**config.mk**
```make
export PLATFORM = sky130hd
export DESIGN_NAME = core_exec
export DESIGN_NICKNAME = d
export VERILOG_FILES = /design/src/hw/core_exec_pkg.sv /design/src/hw/core_exec.sv /design/src/hw/file_regs.sv /design/src/hw/watchdog_counter.sv
export SDC_FILE = /design/constraint.sdc
export NUM_CORES = 1
export LEC_CHECK = 0
export ABC_CLOCK_PERIOD_IN_PS = 9710
export BUFFER_PORTS_ARGS = -buffer_cell sky130_fd_sc_hd__buf_2
export CORE_MARGIN = 2
export CORE_UTILIZATION = 50
export CTS_CLUSTER_SIZE = 30
export DETAILED_ROUTE_END_ITERATION = 6
export GPL_ROUTABILITY_DRIVEN = 0
export PLACE_DENSITY_LB_ADDON = 0.08
export SETUP_SLACK_MARGIN = 0.15
export SKIP_LAST_GASP = 1
export SLEW_MARGIN = 20
export SYNTH_ARGS = -nofsm -noshare
export SYNTH_HDL_FRONTEND = slang
export SYNTH_SLANG_ARGS = --single-unit
```
**constraint.sdc**
```tcl
create_clock -name clk -period 9.71 [get_ports clk]
set_input_delay 0.971 -clock clk [delete_from_list [all_inputs] [get_ports clk]]
set_output_delay 0.971 -clock clk [all_outputs]
set_load 0.03 [all_outputs]
```
**src/hw/core_exec_pkg.sv**
```systemverilog
package core_exec_pkg;

  // ********************************************************
  // Widths
  // ********************************************************
  localparam int DATA_W  = 8;
  localparam int FADDR_W = 7;
  localparam int INSTR_W = 14;
  localparam int MAJOR_W = 6;
  localparam int REG_AW  = 3;
  localparam int WDT_W   = 8;
  localparam int PRESC_W = 7;
  localparam int PSEL_W  = 3;

  // ********************************************************
  // Instruction encodings and fields
  // ********************************************************
  localparam logic [INSTR_W-1:0] OP_WDT_CLEAR = 14'h0064;
  localparam logic [INSTR_W-1:0] OP_SLEEP     = 14'h0063;
  localparam logic [MAJOR_W-1:0] MAJ_COMP     = 6'h09;
  localparam logic [MAJOR_W-1:0] MAJ_DEC      = 6'h03;
  localparam logic [MAJOR_W-1:0] MAJ_DECSKIP  = 6'h0b;
  localparam int                 DEST_POS     = 7;
  localparam int                 MAJOR_LSB    = 8;
  localparam logic               DEST_W_ACC   = 1'b0;
  localparam logic               DEST_FILE    = 1'b1;

  // ********************************************************
  // Timing
  // ********************************************************
  localparam int OSC_STARTUP_PERIODS = 1024;
  localparam int OSC_PERIOD_NS       = 10;
  localparam int CLK_PERIOD_NS       = 10;
  localparam int STARTUP_CYCLES      =
    (OSC_STARTUP_PERIODS * OSC_PERIOD_NS + CLK_PERIOD_NS - 1) / CLK_PERIOD_NS;

  // ********************************************************
  // Register map and fields
  // ********************************************************
  localparam logic [REG_AW-1:0] OFS_CTRL     = 3'h0;
  localparam logic [REG_AW-1:0] OFS_FLAGS    = 3'h1;
  localparam logic [REG_AW-1:0] OFS_W        = 3'h2;
  localparam logic [REG_AW-1:0] OFS_WDT      = 3'h3;
  localparam logic [REG_AW-1:0] OFS_IRQ_STAT = 3'h4;
  localparam logic [REG_AW-1:0] OFS_IRQ_EN   = 3'h5;
  localparam logic [REG_AW-1:0] OFS_IRQ_CLR  = 3'h6;

  localparam logic [DATA_W-1:0] CTRL_RST     = 8'h00;
  localparam logic [DATA_W-1:0] WDT_CLEARED  = 8'h00;
  localparam logic [PRESC_W-1:0] PRESC_CLEARED = 7'h00;
  localparam int CTRL_GIE_POS  = 2;
  localparam int CTRL_PSEL_LSB = 3;
  localparam int CTRL_WDTE_POS = 6;

  localparam int IRQ_N         = 3;
  localparam int IRQ_WDT_TO    = 0;
  localparam int IRQ_WAKE      = 1;
  localparam int IRQ_SKIP      = 2;

  // ********************************************************
  // Types
  // ********************************************************
  typedef enum logic [1:0] {
    LOW_POWER_CRYSTAL_MODE  = 2'b00,
    STANDARD_CRYSTAL_MODE   = 2'b01,
    HIGH_SPEED_CRYSTAL_MODE = 2'b10,
    RC_MODE                 = 2'b11
  } osc_mode_t;

  typedef enum logic [1:0] {
    ST_RUN     = 2'b00,
    ST_SLEEP   = 2'b01,
    ST_STARTUP = 2'b10
  } pwr_state_t;

  typedef enum logic [2:0] {
    OPK_OTHER   = 3'b000,
    OPK_COMP    = 3'b001,
    OPK_DEC     = 3'b010,
    OPK_DECSKIP = 3'b011
  } op_kind_t;

  typedef struct packed {
    logic               valid;
    op_kind_t           kind;
    logic               dest;
    logic [FADDR_W-1:0] addr;
  } exec_t;

  typedef struct packed {
    logic zero;
    logic powerdown_flag;
    logic timeout_status_bit;
  } flags_t;

  localparam flags_t FLAGS_RST = '{zero: 1'b0, powerdown_flag: 1'b1,
                                   timeout_status_bit: 1'b1};

endpackage : core_exec_pkg

```
**src/hw/core_exec.sv**
```systemverilog
// Notes on behaviour
// - Crystal modes wait 1024 oscillator periods after wake
// - RC mode resumes with no start-up wait
// - Interrupt wake, enable set: branch after next
// - Interrupt wake, enable clear: continue in line
// - No instruction clock output in crystal modes
// - Watchdog clear loads counter zero, one cycle
// - Watchdog clear zeroes prescaler, sets powerdown, sets timeout unless a time-out lands in the same cycle
// - Complement writes inverse, updates zero flag
// - Destination bit: 0 accumulator, 1 file register
// - Decrement writes f minus one, updates zero
// - Seven-bit file address plus destination bit
// - Decrement-skip: no flags, zero discards prefetched instruction other than sleep or watchdog clear
// - Time-out clears timeout bit; sleep clears powerdown
`timescale 1ns/100ps
module core_exec
  import core_exec_pkg::*;
#(
  parameter int STARTUP_CNT = STARTUP_CYCLES
)
(
  input  wire logic               clk,
  input  wire logic               rst,
  input  wire logic [REG_AW-1:0]  reg_addr,
  input  wire logic [DATA_W-1:0]  reg_wdata,
  input  wire logic               reg_wr,
  input  wire logic               reg_rd,
  output logic      [DATA_W-1:0]  reg_rdata_ff,
  input  wire logic               instr_valid,
  input  wire logic [INSTR_W-1:0] instr_data,
  output logic                    instr_ready_ff,
  input  wire logic               wake_irq,
  input  wire logic               wdt_tick,
  output logic                    irq_ff,
  output logic                    flush_ff,
  output logic                    isr_branch_ff,
  output logic                    wdt_reset_ff,
  output logic                    instruction_clock_out_ff,
  output logic                    sleeping_ff
);

  localparam int SCNT_W = $clog2(STARTUP_CNT + 1);

  pwr_state_t         state_ff;
  pwr_state_t         nxt_state;
  exec_t              ex_ff;
  exec_t              nxt_ex;
  flags_t             flags_ff;
  logic [DATA_W-1:0]  ctrl_ff;
  logic [DATA_W-1:0]  w_ff;
  logic [SCNT_W-1:0]  startup_ff;
  logic               skip_pending_ff;
  logic               isr_pending_ff;
  logic [1:0]         div_ff;
  logic [IRQ_N-1:0]   irq_stat_ff;
  logic [IRQ_N-1:0]   irq_en_ff;
  logic [IRQ_N-1:0]   nxt_irq_stat;
  logic [IRQ_N-1:0]   irq_ev;
  logic [IRQ_N-1:0]   irq_clr;

  logic               accept;
  logic               is_watchdog_clear_op;
  logic               is_sleep;
  logic [MAJOR_W-1:0] major;
  logic [DATA_W-1:0]  operand;
  logic [DATA_W-1:0]  result;
  logic               result_zero;
  logic               skip_now;
  logic               wdt_clear;
  logic               wdt_to;
  logic [WDT_W-1:0]   wdt_count;
  logic               wake;
  logic               crystal;
  logic               global_irq_enable;
  logic               mem_we;

  // ********************************************************
  // Decode
  // ********************************************************
  assign accept    = instr_valid && instr_ready_ff;
  assign is_watchdog_clear_op = accept && (instr_data == OP_WDT_CLEAR);
  assign is_sleep  = accept && (instr_data == OP_SLEEP);
  assign major     = instr_data[INSTR_W-1:MAJOR_LSB];
  assign global_irq_enable       = ctrl_ff[CTRL_GIE_POS];
  assign crystal   = (osc_mode_t'(ctrl_ff[1:0]) != RC_MODE);

  always_comb
  begin
    nxt_ex       = '0;
    nxt_ex.dest  = instr_data[DEST_POS];
    nxt_ex.addr  = instr_data[FADDR_W-1:0];
    nxt_ex.valid = accept && !skip_pending_ff && !skip_now;
    case (major)
      MAJ_COMP:    nxt_ex.kind = OPK_COMP;
      MAJ_DEC:     nxt_ex.kind = OPK_DEC;
      MAJ_DECSKIP: nxt_ex.kind = OPK_DECSKIP;
      default:     nxt_ex.kind = OPK_OTHER;
    endcase
  end

  // ********************************************************
  // File register store
  // ********************************************************
  assign mem_we = ex_ff.valid && (ex_ff.kind != OPK_OTHER) &&
                  (ex_ff.dest == DEST_FILE);

  file_regs #(
    .AW (FADDR_W),
    .DW (DATA_W)
  ) u_file_regs (
    .clk      (clk),
    .we       (mem_we),
    .waddr    (ex_ff.addr),
    .wdata    (result),
    .raddr    (nxt_ex.addr),
    .rdata_ff (operand)
  );

  // ********************************************************
  // Execute
  // ********************************************************
  always_comb
  begin
    result = operand;
    case (ex_ff.kind)
      OPK_COMP:    result = ~operand;
      OPK_DEC:     result = operand - DATA_W'(1);
      OPK_DECSKIP: result = operand - DATA_W'(1);
      default:     result = operand;
    endcase
  end

  assign result_zero = (result == '0);
  assign skip_now    = ex_ff.valid && (ex_ff.kind == OPK_DECSKIP) &&
                       result_zero;

  always_ff @(posedge clk)
  begin
    if (rst)
    begin
      ex_ff <= '0;
    end
    else
    begin
      ex_ff <= nxt_ex;
    end
  end

  always_ff @(posedge clk)
  begin
    if (rst)
    begin
      w_ff <= '0;
    end
    else if (ex_ff.valid && (ex_ff.kind != OPK_OTHER) &&
             (ex_ff.dest == DEST_W_ACC))
    begin
      w_ff <= result;
    end
  end

  // ********************************************************
  // Skip of prefetched instruction
  // ********************************************************
  always_ff @(posedge clk)
  begin
    if (rst)
    begin
      skip_pending_ff <= 1'b0;
      flush_ff        <= 1'b0;
    end
    else
    begin
      flush_ff <= skip_now;
      if (skip_now && !accept)
      begin
        skip_pending_ff <= 1'b1;
      end
      else if (accept)
      begin
        skip_pending_ff <= 1'b0;
      end
    end
  end

  // ********************************************************
  // Status flags
  // ********************************************************
  always_ff @(posedge clk)
  begin
    if (rst)
    begin
      flags_ff <= FLAGS_RST;
    end
    else
    begin
      if (ex_ff.valid &&
          ((ex_ff.kind == OPK_COMP) || (ex_ff.kind == OPK_DEC)))
      begin
        flags_ff.zero <= result_zero;
      end
      if (is_watchdog_clear_op)
      begin
        flags_ff.timeout_status_bit <= 1'b1;
        flags_ff.powerdown_flag     <= 1'b1;
      end
      if (is_sleep)
      begin
        flags_ff.powerdown_flag     <= 1'b0;
        flags_ff.timeout_status_bit <= 1'b1;
      end
      if (wdt_to)
      begin
        flags_ff.timeout_status_bit <= 1'b0;
      end
    end
  end

  // ********************************************************
  // Watchdog
  // ********************************************************
  assign wdt_clear = is_watchdog_clear_op || is_sleep || wake;

  watchdog_counter u_watchdog_counter (
    .clk        (clk),
    .rst        (rst),
    .tick       (wdt_tick),
    .clear      (wdt_clear),
    .enable     (ctrl_ff[CTRL_WDTE_POS]),
    .presc_sel  (ctrl_ff[CTRL_PSEL_LSB +: PSEL_W]),
    .count_ff   (wdt_count),
    .timeout_ff (wdt_to)
  );

  always_ff @(posedge clk)
  begin
    if (rst)
    begin
      wdt_reset_ff <= 1'b0;
    end
    else
    begin
      wdt_reset_ff <= wdt_to && (state_ff == ST_RUN);
    end
  end

  // ********************************************************
  // Power-down and wake-up sequencing
  // ********************************************************
  assign wake = (state_ff == ST_SLEEP) && (wake_irq || wdt_to);

  always_comb
  begin
    nxt_state = state_ff;
    case (state_ff)
      ST_RUN:
      begin
        if (is_sleep)
        begin
          nxt_state = ST_SLEEP;
        end
      end
      ST_SLEEP:
      begin
        if (wake)
        begin
          nxt_state = crystal ? ST_STARTUP : ST_RUN;
        end
      end
      ST_STARTUP:
      begin
        if (startup_ff == '0)
        begin
          nxt_state = ST_RUN;
        end
      end
      default: nxt_state = ST_RUN;
    endcase
  end

  always_ff @(posedge clk)
  begin
    if (rst)
    begin
      state_ff       <= ST_RUN;
      instr_ready_ff <= 1'b0;
      sleeping_ff    <= 1'b0;
    end
    else
    begin
      state_ff       <= nxt_state;
      instr_ready_ff <= (nxt_state == ST_RUN);
      sleeping_ff    <= (nxt_state == ST_SLEEP);
    end
  end

  always_ff @(posedge clk)
  begin
    if (rst)
    begin
      startup_ff <= '0;
    end
    else if (wake)
    begin
      startup_ff <= SCNT_W'(STARTUP_CNT - 2);
    end
    else if ((state_ff == ST_STARTUP) && (startup_ff != '0))
    begin
      startup_ff <= startup_ff - SCNT_W'(1);
    end
  end

  // ********************************************************
  // Branch to service routine after wake
  // ********************************************************
  always_ff @(posedge clk)
  begin
    if (rst)
    begin
      isr_pending_ff <= 1'b0;
      isr_branch_ff  <= 1'b0;
    end
    else
    begin
      isr_branch_ff <= isr_pending_ff && ex_ff.valid;
      if (wake && wake_irq && global_irq_enable)
      begin
        isr_pending_ff <= 1'b1;
      end
      else if (ex_ff.valid)
      begin
        isr_pending_ff <= 1'b0;
      end
    end
  end

  // ********************************************************
  // Instruction clock output
  // ********************************************************
  always_ff @(posedge clk)
  begin
    if (rst)
    begin
      div_ff                   <= '0;
      instruction_clock_out_ff <= 1'b0;
    end
    else
    begin
      div_ff                   <= div_ff + 2'(1);
      instruction_clock_out_ff <= !crystal && (state_ff != ST_SLEEP) &&
                                  div_ff[1];
    end
  end

  // ********************************************************
  // Interrupt status, enable and clear
  // ********************************************************
  always_comb
  begin
    irq_ev               = '0;
    irq_ev[IRQ_WDT_TO]   = wdt_to;
    irq_ev[IRQ_WAKE]     = wake;
    irq_ev[IRQ_SKIP]     = skip_now;
    irq_clr              = '0;
    if (reg_wr && (reg_addr == OFS_IRQ_CLR))
    begin
      irq_clr = reg_wdata[IRQ_N-1:0];
    end
    nxt_irq_stat = (irq_stat_ff & ~irq_clr) | irq_ev;
  end

  always_ff @(posedge clk)
  begin
    if (rst)
    begin
      irq_stat_ff <= '0;
      irq_ff      <= 1'b0;
    end
    else
    begin
      irq_stat_ff <= nxt_irq_stat;
      irq_ff      <= |(nxt_irq_stat & irq_en_ff);
    end
  end

  // ********************************************************
  // Register writes
  // ********************************************************
  always_ff @(posedge clk)
  begin
    if (rst)
    begin
      ctrl_ff   <= CTRL_RST;
      irq_en_ff <= '0;
    end
    else if (reg_wr)
    begin
      case (reg_addr)
        OFS_CTRL:   ctrl_ff   <= reg_wdata;
        OFS_IRQ_EN: irq_en_ff <= reg_wdata[IRQ_N-1:0];
        default:    ctrl_ff   <= ctrl_ff;
      endcase
    end
  end

  // ********************************************************
  // Register reads
  // ********************************************************
  always_ff @(posedge clk)
  begin
    if (rst)
    begin
      reg_rdata_ff <= '0;
    end
    else if (reg_rd)
    begin
      case (reg_addr)
        OFS_CTRL:     reg_rdata_ff <= ctrl_ff;
        OFS_FLAGS:    reg_rdata_ff <= DATA_W'({state_ff, flags_ff});
        OFS_W:        reg_rdata_ff <= w_ff;
        OFS_WDT:      reg_rdata_ff <= wdt_count;
        OFS_IRQ_STAT: reg_rdata_ff <= DATA_W'(irq_stat_ff);
        OFS_IRQ_EN:   reg_rdata_ff <= DATA_W'(irq_en_ff);
        default:      reg_rdata_ff <= '0;
      endcase
    end
    else
    begin
      reg_rdata_ff <= '0;
    end
  end

endmodule : core_exec

```
**src/hw/file_regs.sv**
```systemverilog
`timescale 1ns/100ps
module file_regs
  import core_exec_pkg::*;
#(
  parameter int AW = FADDR_W,
  parameter int DW = DATA_W
)
(
  input  wire logic          clk,
  input  wire logic          we,
  input  wire logic [AW-1:0] waddr,
  input  wire logic [DW-1:0] wdata,
  input  wire logic [AW-1:0] raddr,
  output logic      [DW-1:0] rdata_ff
);

  // Cleared at power-up so a fresh part reads zero
  logic [DW-1:0] mem [0:(1<<AW)-1] = '{default: '0};

  // ********************************************************
  // Write port
  // ********************************************************
  always_ff @(posedge clk)
  begin
    if (we)
    begin
      mem[waddr] <= wdata;
    end
  end

  // ********************************************************
  // Registered read, new data on same-address write
  // ********************************************************
  always_ff @(posedge clk)
  begin
    if (we && (waddr == raddr))
    begin
      rdata_ff <= wdata;
    end
    else
    begin
      rdata_ff <= mem[raddr];
    end
  end

endmodule : file_regs

```
**src/hw/watchdog_counter.sv**
```systemverilog
`timescale 1ns/100ps
module watchdog_counter
  import core_exec_pkg::*;
(
  input  wire logic              clk,
  input  wire logic              rst,
  input  wire logic              tick,
  input  wire logic              clear,
  input  wire logic              enable,
  input  wire logic [PSEL_W-1:0] presc_sel,
  output logic      [WDT_W-1:0]  count_ff,
  output logic                   timeout_ff
);

  logic [PRESC_W-1:0] presc_ff;
  logic [PRESC_W:0]   one_hot;
  logic [PRESC_W:0]   mask_full;

  assign one_hot   = (PRESC_W+1)'(1) << presc_sel;
  assign mask_full = one_hot - (PRESC_W+1)'(1);

  // ********************************************************
  // Prescaler and counter
  // ********************************************************
  always_ff @(posedge clk)
  begin
    timeout_ff <= 1'b0;
    if (rst || clear)
    begin
      count_ff <= WDT_CLEARED;
      presc_ff <= PRESC_CLEARED;
    end
    else if (enable && tick)
    begin
      if (presc_ff == mask_full[PRESC_W-1:0])
      begin
        presc_ff   <= PRESC_CLEARED;
        count_ff   <= count_ff + WDT_W'(1);
        timeout_ff <= &count_ff;
      end
      else
      begin
        presc_ff <= presc_ff + PRESC_W'(1);
      end
    end
  end

endmodule : watchdog_counter
```
==> key figures <==
Detailed routing
  • Drt via density: 6.443
  • Vias: 23.96k
  • Final WL: 122200 um
  • Final antenna-violating net count: 0
  • Average wire per standard cell: around 33 um
  • 1st-iter DRT viols: about 3.1k
  • DRT Pass-1 Iters: 6
  • Remaining DRCs: 0

STA
  • Least-Margin Pin Slew: 1.275 ns
  • Fin Clk Skew: 0.03440 ns
  • WHS: 0.4288 ns
  • RSZ-0062 raised after global routing: false
  • Fmax: approximately 0.15 GHz
  • Final Cycle Share: roughly 69%
  • Slew Viols, Final: 0
  • Setup_tns: 0 ns
  • Max_slew headroom: between 10 and 15%
  • Finish-stage setup viols: 0
  • Period minus WS final: between 6 and 7 ns
  • Fin. Hold Viols: 0

Worst setup path
  • Critical path class: register to register
  • Reg2Reg Depth: 11
  • Largest stage delay on the critical path: 0.90 ns
  • Reg-to-Reg End: u_file_regs.mem[68][6]$_DFFE_PP_
  • Worst setup SP type: register
  • Worst reg2reg setup slack: 3.05 ns
  • Slowest CP cell: nand3b_1
  • CP cell instances: buf_4, nand3b_1, o22ai_1, a211oi_1, a22oi_1, and3_1, ha_1, nand3_1, o311ai_0, nand3_4, buf_4
  • WP data required: between 10 and 15 ns
  • Arrival time worst endpoint: around 7 ns
  • CP dominant cell by count: buf_4
  • Crit path max fanout: 72
  • Crit. End Element: register

Logic synthesis
  • Ys Warns: 0
  • Post-Syn Area: 0.04424 mm2
  • Async SR Flop Fraction: 0%
  • Top_reg_cell synth: edfxtp_1
  • Syn_area_per_cell: roughly 19 um2
  • Register area share after synthesis: 73.63%
  • Syn Inst Count: 2382
  • Flops & latches, synth: 1115
  • Synth Net Count: around 2.4k
  • Number of synthesized flops with an enable pin: 1024
  • Synth cell types: 81

Clock tree
  • Clock Pin Slew Worst Setup and Hold Paths: 0.06 ns
  • Worst skew pair latency: 0.70 ns
  • CTS sink count: 1115
  • Clock buffer depth: 3
  • CTS tree: done
  • Htree depth: 3
  • Post-CTS Repair Setup Buffers: 0
  • CTS Buf Count: 113
  • Post-cts sizing count: 0
  • Root Buffer Master: clkbuf_16
  • Hold_buf cts: 0

GRT
  • Largest net degree at the start of global routing: 104
  • Global-route usage over all layers: 27.18%
  • Total gr overflow: 0
  • First-pass GRT wire length: 174200 um
  • Initial antenna violation count: 0
  • Vias in the first global route: 23.46k

Placed design
  • Dpl cells: between 3k and 4k
  • DP Wirelength: 77010 um
  • Port bufs: between 40 and 50

Floorplan
  • Core area: a little under 0.09 mm2
  • Die width: 301.4 um
  • Die area: just over 0.09 mm2
  • I/O Pins: between 40 and 50
  • Die height: 301.4 um
  • Initial Util: between 50% and 60%
  • Row Count: between 100 and 150

Power
  • Psw: 0.002331 W
  • P_int: 0.008039 W
  • Peak supply drop: 0.1712 mV
  • Clk pwr share: 41.2%
  • Total power: about 0.010 W
  • Pwr dens: 210.6 mW/mm2
  • Switching Share: 22.48%
  • Pleak: 15.55 nW
  • Sequential share of power: 52.4%
  • Comb power frac: under 10%

Worst hold path
  • Hold Path Depth: 1
  • Hold_sp: skip_pending_ff$_SDFFE_PP0P_
  • Hold Path Class: register to register
  • WHS Endpoint: ex_ff[11]$_SDFF_PP0_

Layout
  • Layout cells sized above 1: 20.41%
  • Most frequent cells in the layout: edfxtp_1 (1024), nor2_1 (212), mux4_2 (207), clkbuf_16 (115), mux2i_1 (105)
  • Area delta synth->final: 11.31%
  • Most common cell after layout, fill and taps aside: edfxtp_1
  • Nets@finish: 2500
  • Non-filler cells, final: 3719

Run status
  • Status: finished, final reports clean

Flow run
  • Number of max-cap violations: 0
critical path: cells and delay by family, from the launching register on:
kind            cells  cell delay [ns]
simple gates        4             2.06
compound gates      4             1.56
buf+inv             2             1.38
flops               1             0.72
fa+ha+maj           1             0.33
metrics by stage:
step / instance area [um2] / setup WS, ns / util [%]
global route: 49240 / 2.958 / 55.98
finish: 49240 / 3.045 / 55.98
global placement: 45550 / 2.977 / 51.78
CTS: 49190 / 3.175 / 55.92
detailed placement: 45570 / 3.202 / 51.80
floorplan: 44240 / 1.447 / -
final cells by class:
cell class | instances | area (um2)
Tap cell | 1165 | 1458
Clock buffer | 150 | 3072
Antenna cell | 1 | 2.502
Sequential cell | 1115 | 32590
Clock inverter | 59 | 556.8
Multi-Input combinational cell | 1127 | 10910
Timing Repair Buffer | 85 | 591.8
Fill cell | 6705 | 38720
Inverter | 17 | 66.31
flip-flops by register name (all words and copies together), names as in the netlist, 3 cells and up, named ones only:
name / cells
u_file_regs.mem: 1024
ex_ff: 11
startup_ff: 11
ctrl_ff: 8
reg_rdata_ff: 8
u_watchdog_counter.count_ff: 8
w_ff: 8
u_watchdog_counter.presc_ff: 7
flags_ff: 3
irq_en_ff: 3
irq_stat_ff: 3
routing by layer:
layer | up-vias | track usage, % | share of wire [%]
li1 | 9849 | - | -
met1 | 12570 | 39.96 | 42
met2 | 1298 | 40.49 | 45
met3 | 247 | 5.446 | 9.2
met4 | 0 | 10.25 | 4.1
met5 | - | 0 | 0
cells in the mapped netlist, drive strengths merged, types with 5 or more instances:
cell type / count / area [um2]
edfxtp: 1024 / 30750
mux4: 220 / 5004
nor2: 212 / 795.8
mux2i: 106 / 1061
dfxtp: 91 / 1822
nand2: 85 / 319.1
buf: 79 / 603.1
o22ai: 72 / 456.7
clkbuf: 44 / 165.2
a21oi: 38 / 190.2
o21ai: 33 / 165.2
nor2b: 28 / 175.2
mux2: 27 / 304.0
nand3: 27 / 140.1
a22oi: 17 / 127.6
inv: 17 / 63.81
nand4: 17 / 121.4
nor3: 17 / 90.09
nor4: 16 / 130.1
a211oi: 13 / 97.59
nand3b: 13 / 97.59
nand2b: 12 / 75.07
or4: 12 / 93.84
xor2: 12 / 105.1
a221oi: 10 / 100.1
or2: 10 / 62.56
and2: 9 / 56.30
and3: 9 / 56.30
ha: 9 / 112.6
a22o: 8 / 70.07
or3b: 8 / 70.07
xnor2: 8 / 70.07
a32oi: 6 / 52.55
or3: 6 / 37.54
o31a: 5 / 43.79
how the worst max path moves through the flow:
stage / from / to / slack, ns / cells past startpoint
final: register / u_file_regs.mem[68][6]$_DFFE_PP_ / 3.05 / 11
after global routing: register / u_file_regs.mem[111][6]$_DFFE_PP_ / 2.96 / 11
after CTS: register / u_file_regs.mem[125][6]$_DFFE_PP_ / 3.17 / 11
after detailed placement: register / u_file_regs.mem[68][6]$_DFFE_PP_ / 3.20 / 11
after global placement: register / irq_ff$_SDFF_PP0_ / 2.98 / 12
after floorplan: register / u_file_regs.mem[0][0]$_DFFE_PP_ / 1.45 / 10
kinds of logic (layout without fill, tap and decap cells):
logic type / after synthesis / count (layout) / synth area share, %
XOR/XNOR: 20 / 20 / 0.3960
flip-flops: 1115 / 1115 / 73.63
AO/OA/AOI/OAI: 246 / 246 / 3.830
AND/OR/NAND/NOR: 499 / 499 / 5.614
multiplexers: 353 / 353 / 14.40
other: 0 / 1 / 0
buffers and inverters: 140 / 311 / 1.881
adder cells (fa/ha/maj): 9 / 9 / 0.2546
power groups by stage:
stage                     sequential, W  clock, W  combinational (W)
after floorplan                 0.00555         0           0.000388
after global placement          0.00553         0           0.000640
after detailed placement        0.00554         0           0.000659
after CTS                       0.00543   0.00433           0.000659
after global routing            0.00543   0.00451           0.000700
final                           0.00543   0.00427           0.000666
Note: power is estimated with default switching activity, not from simulation.
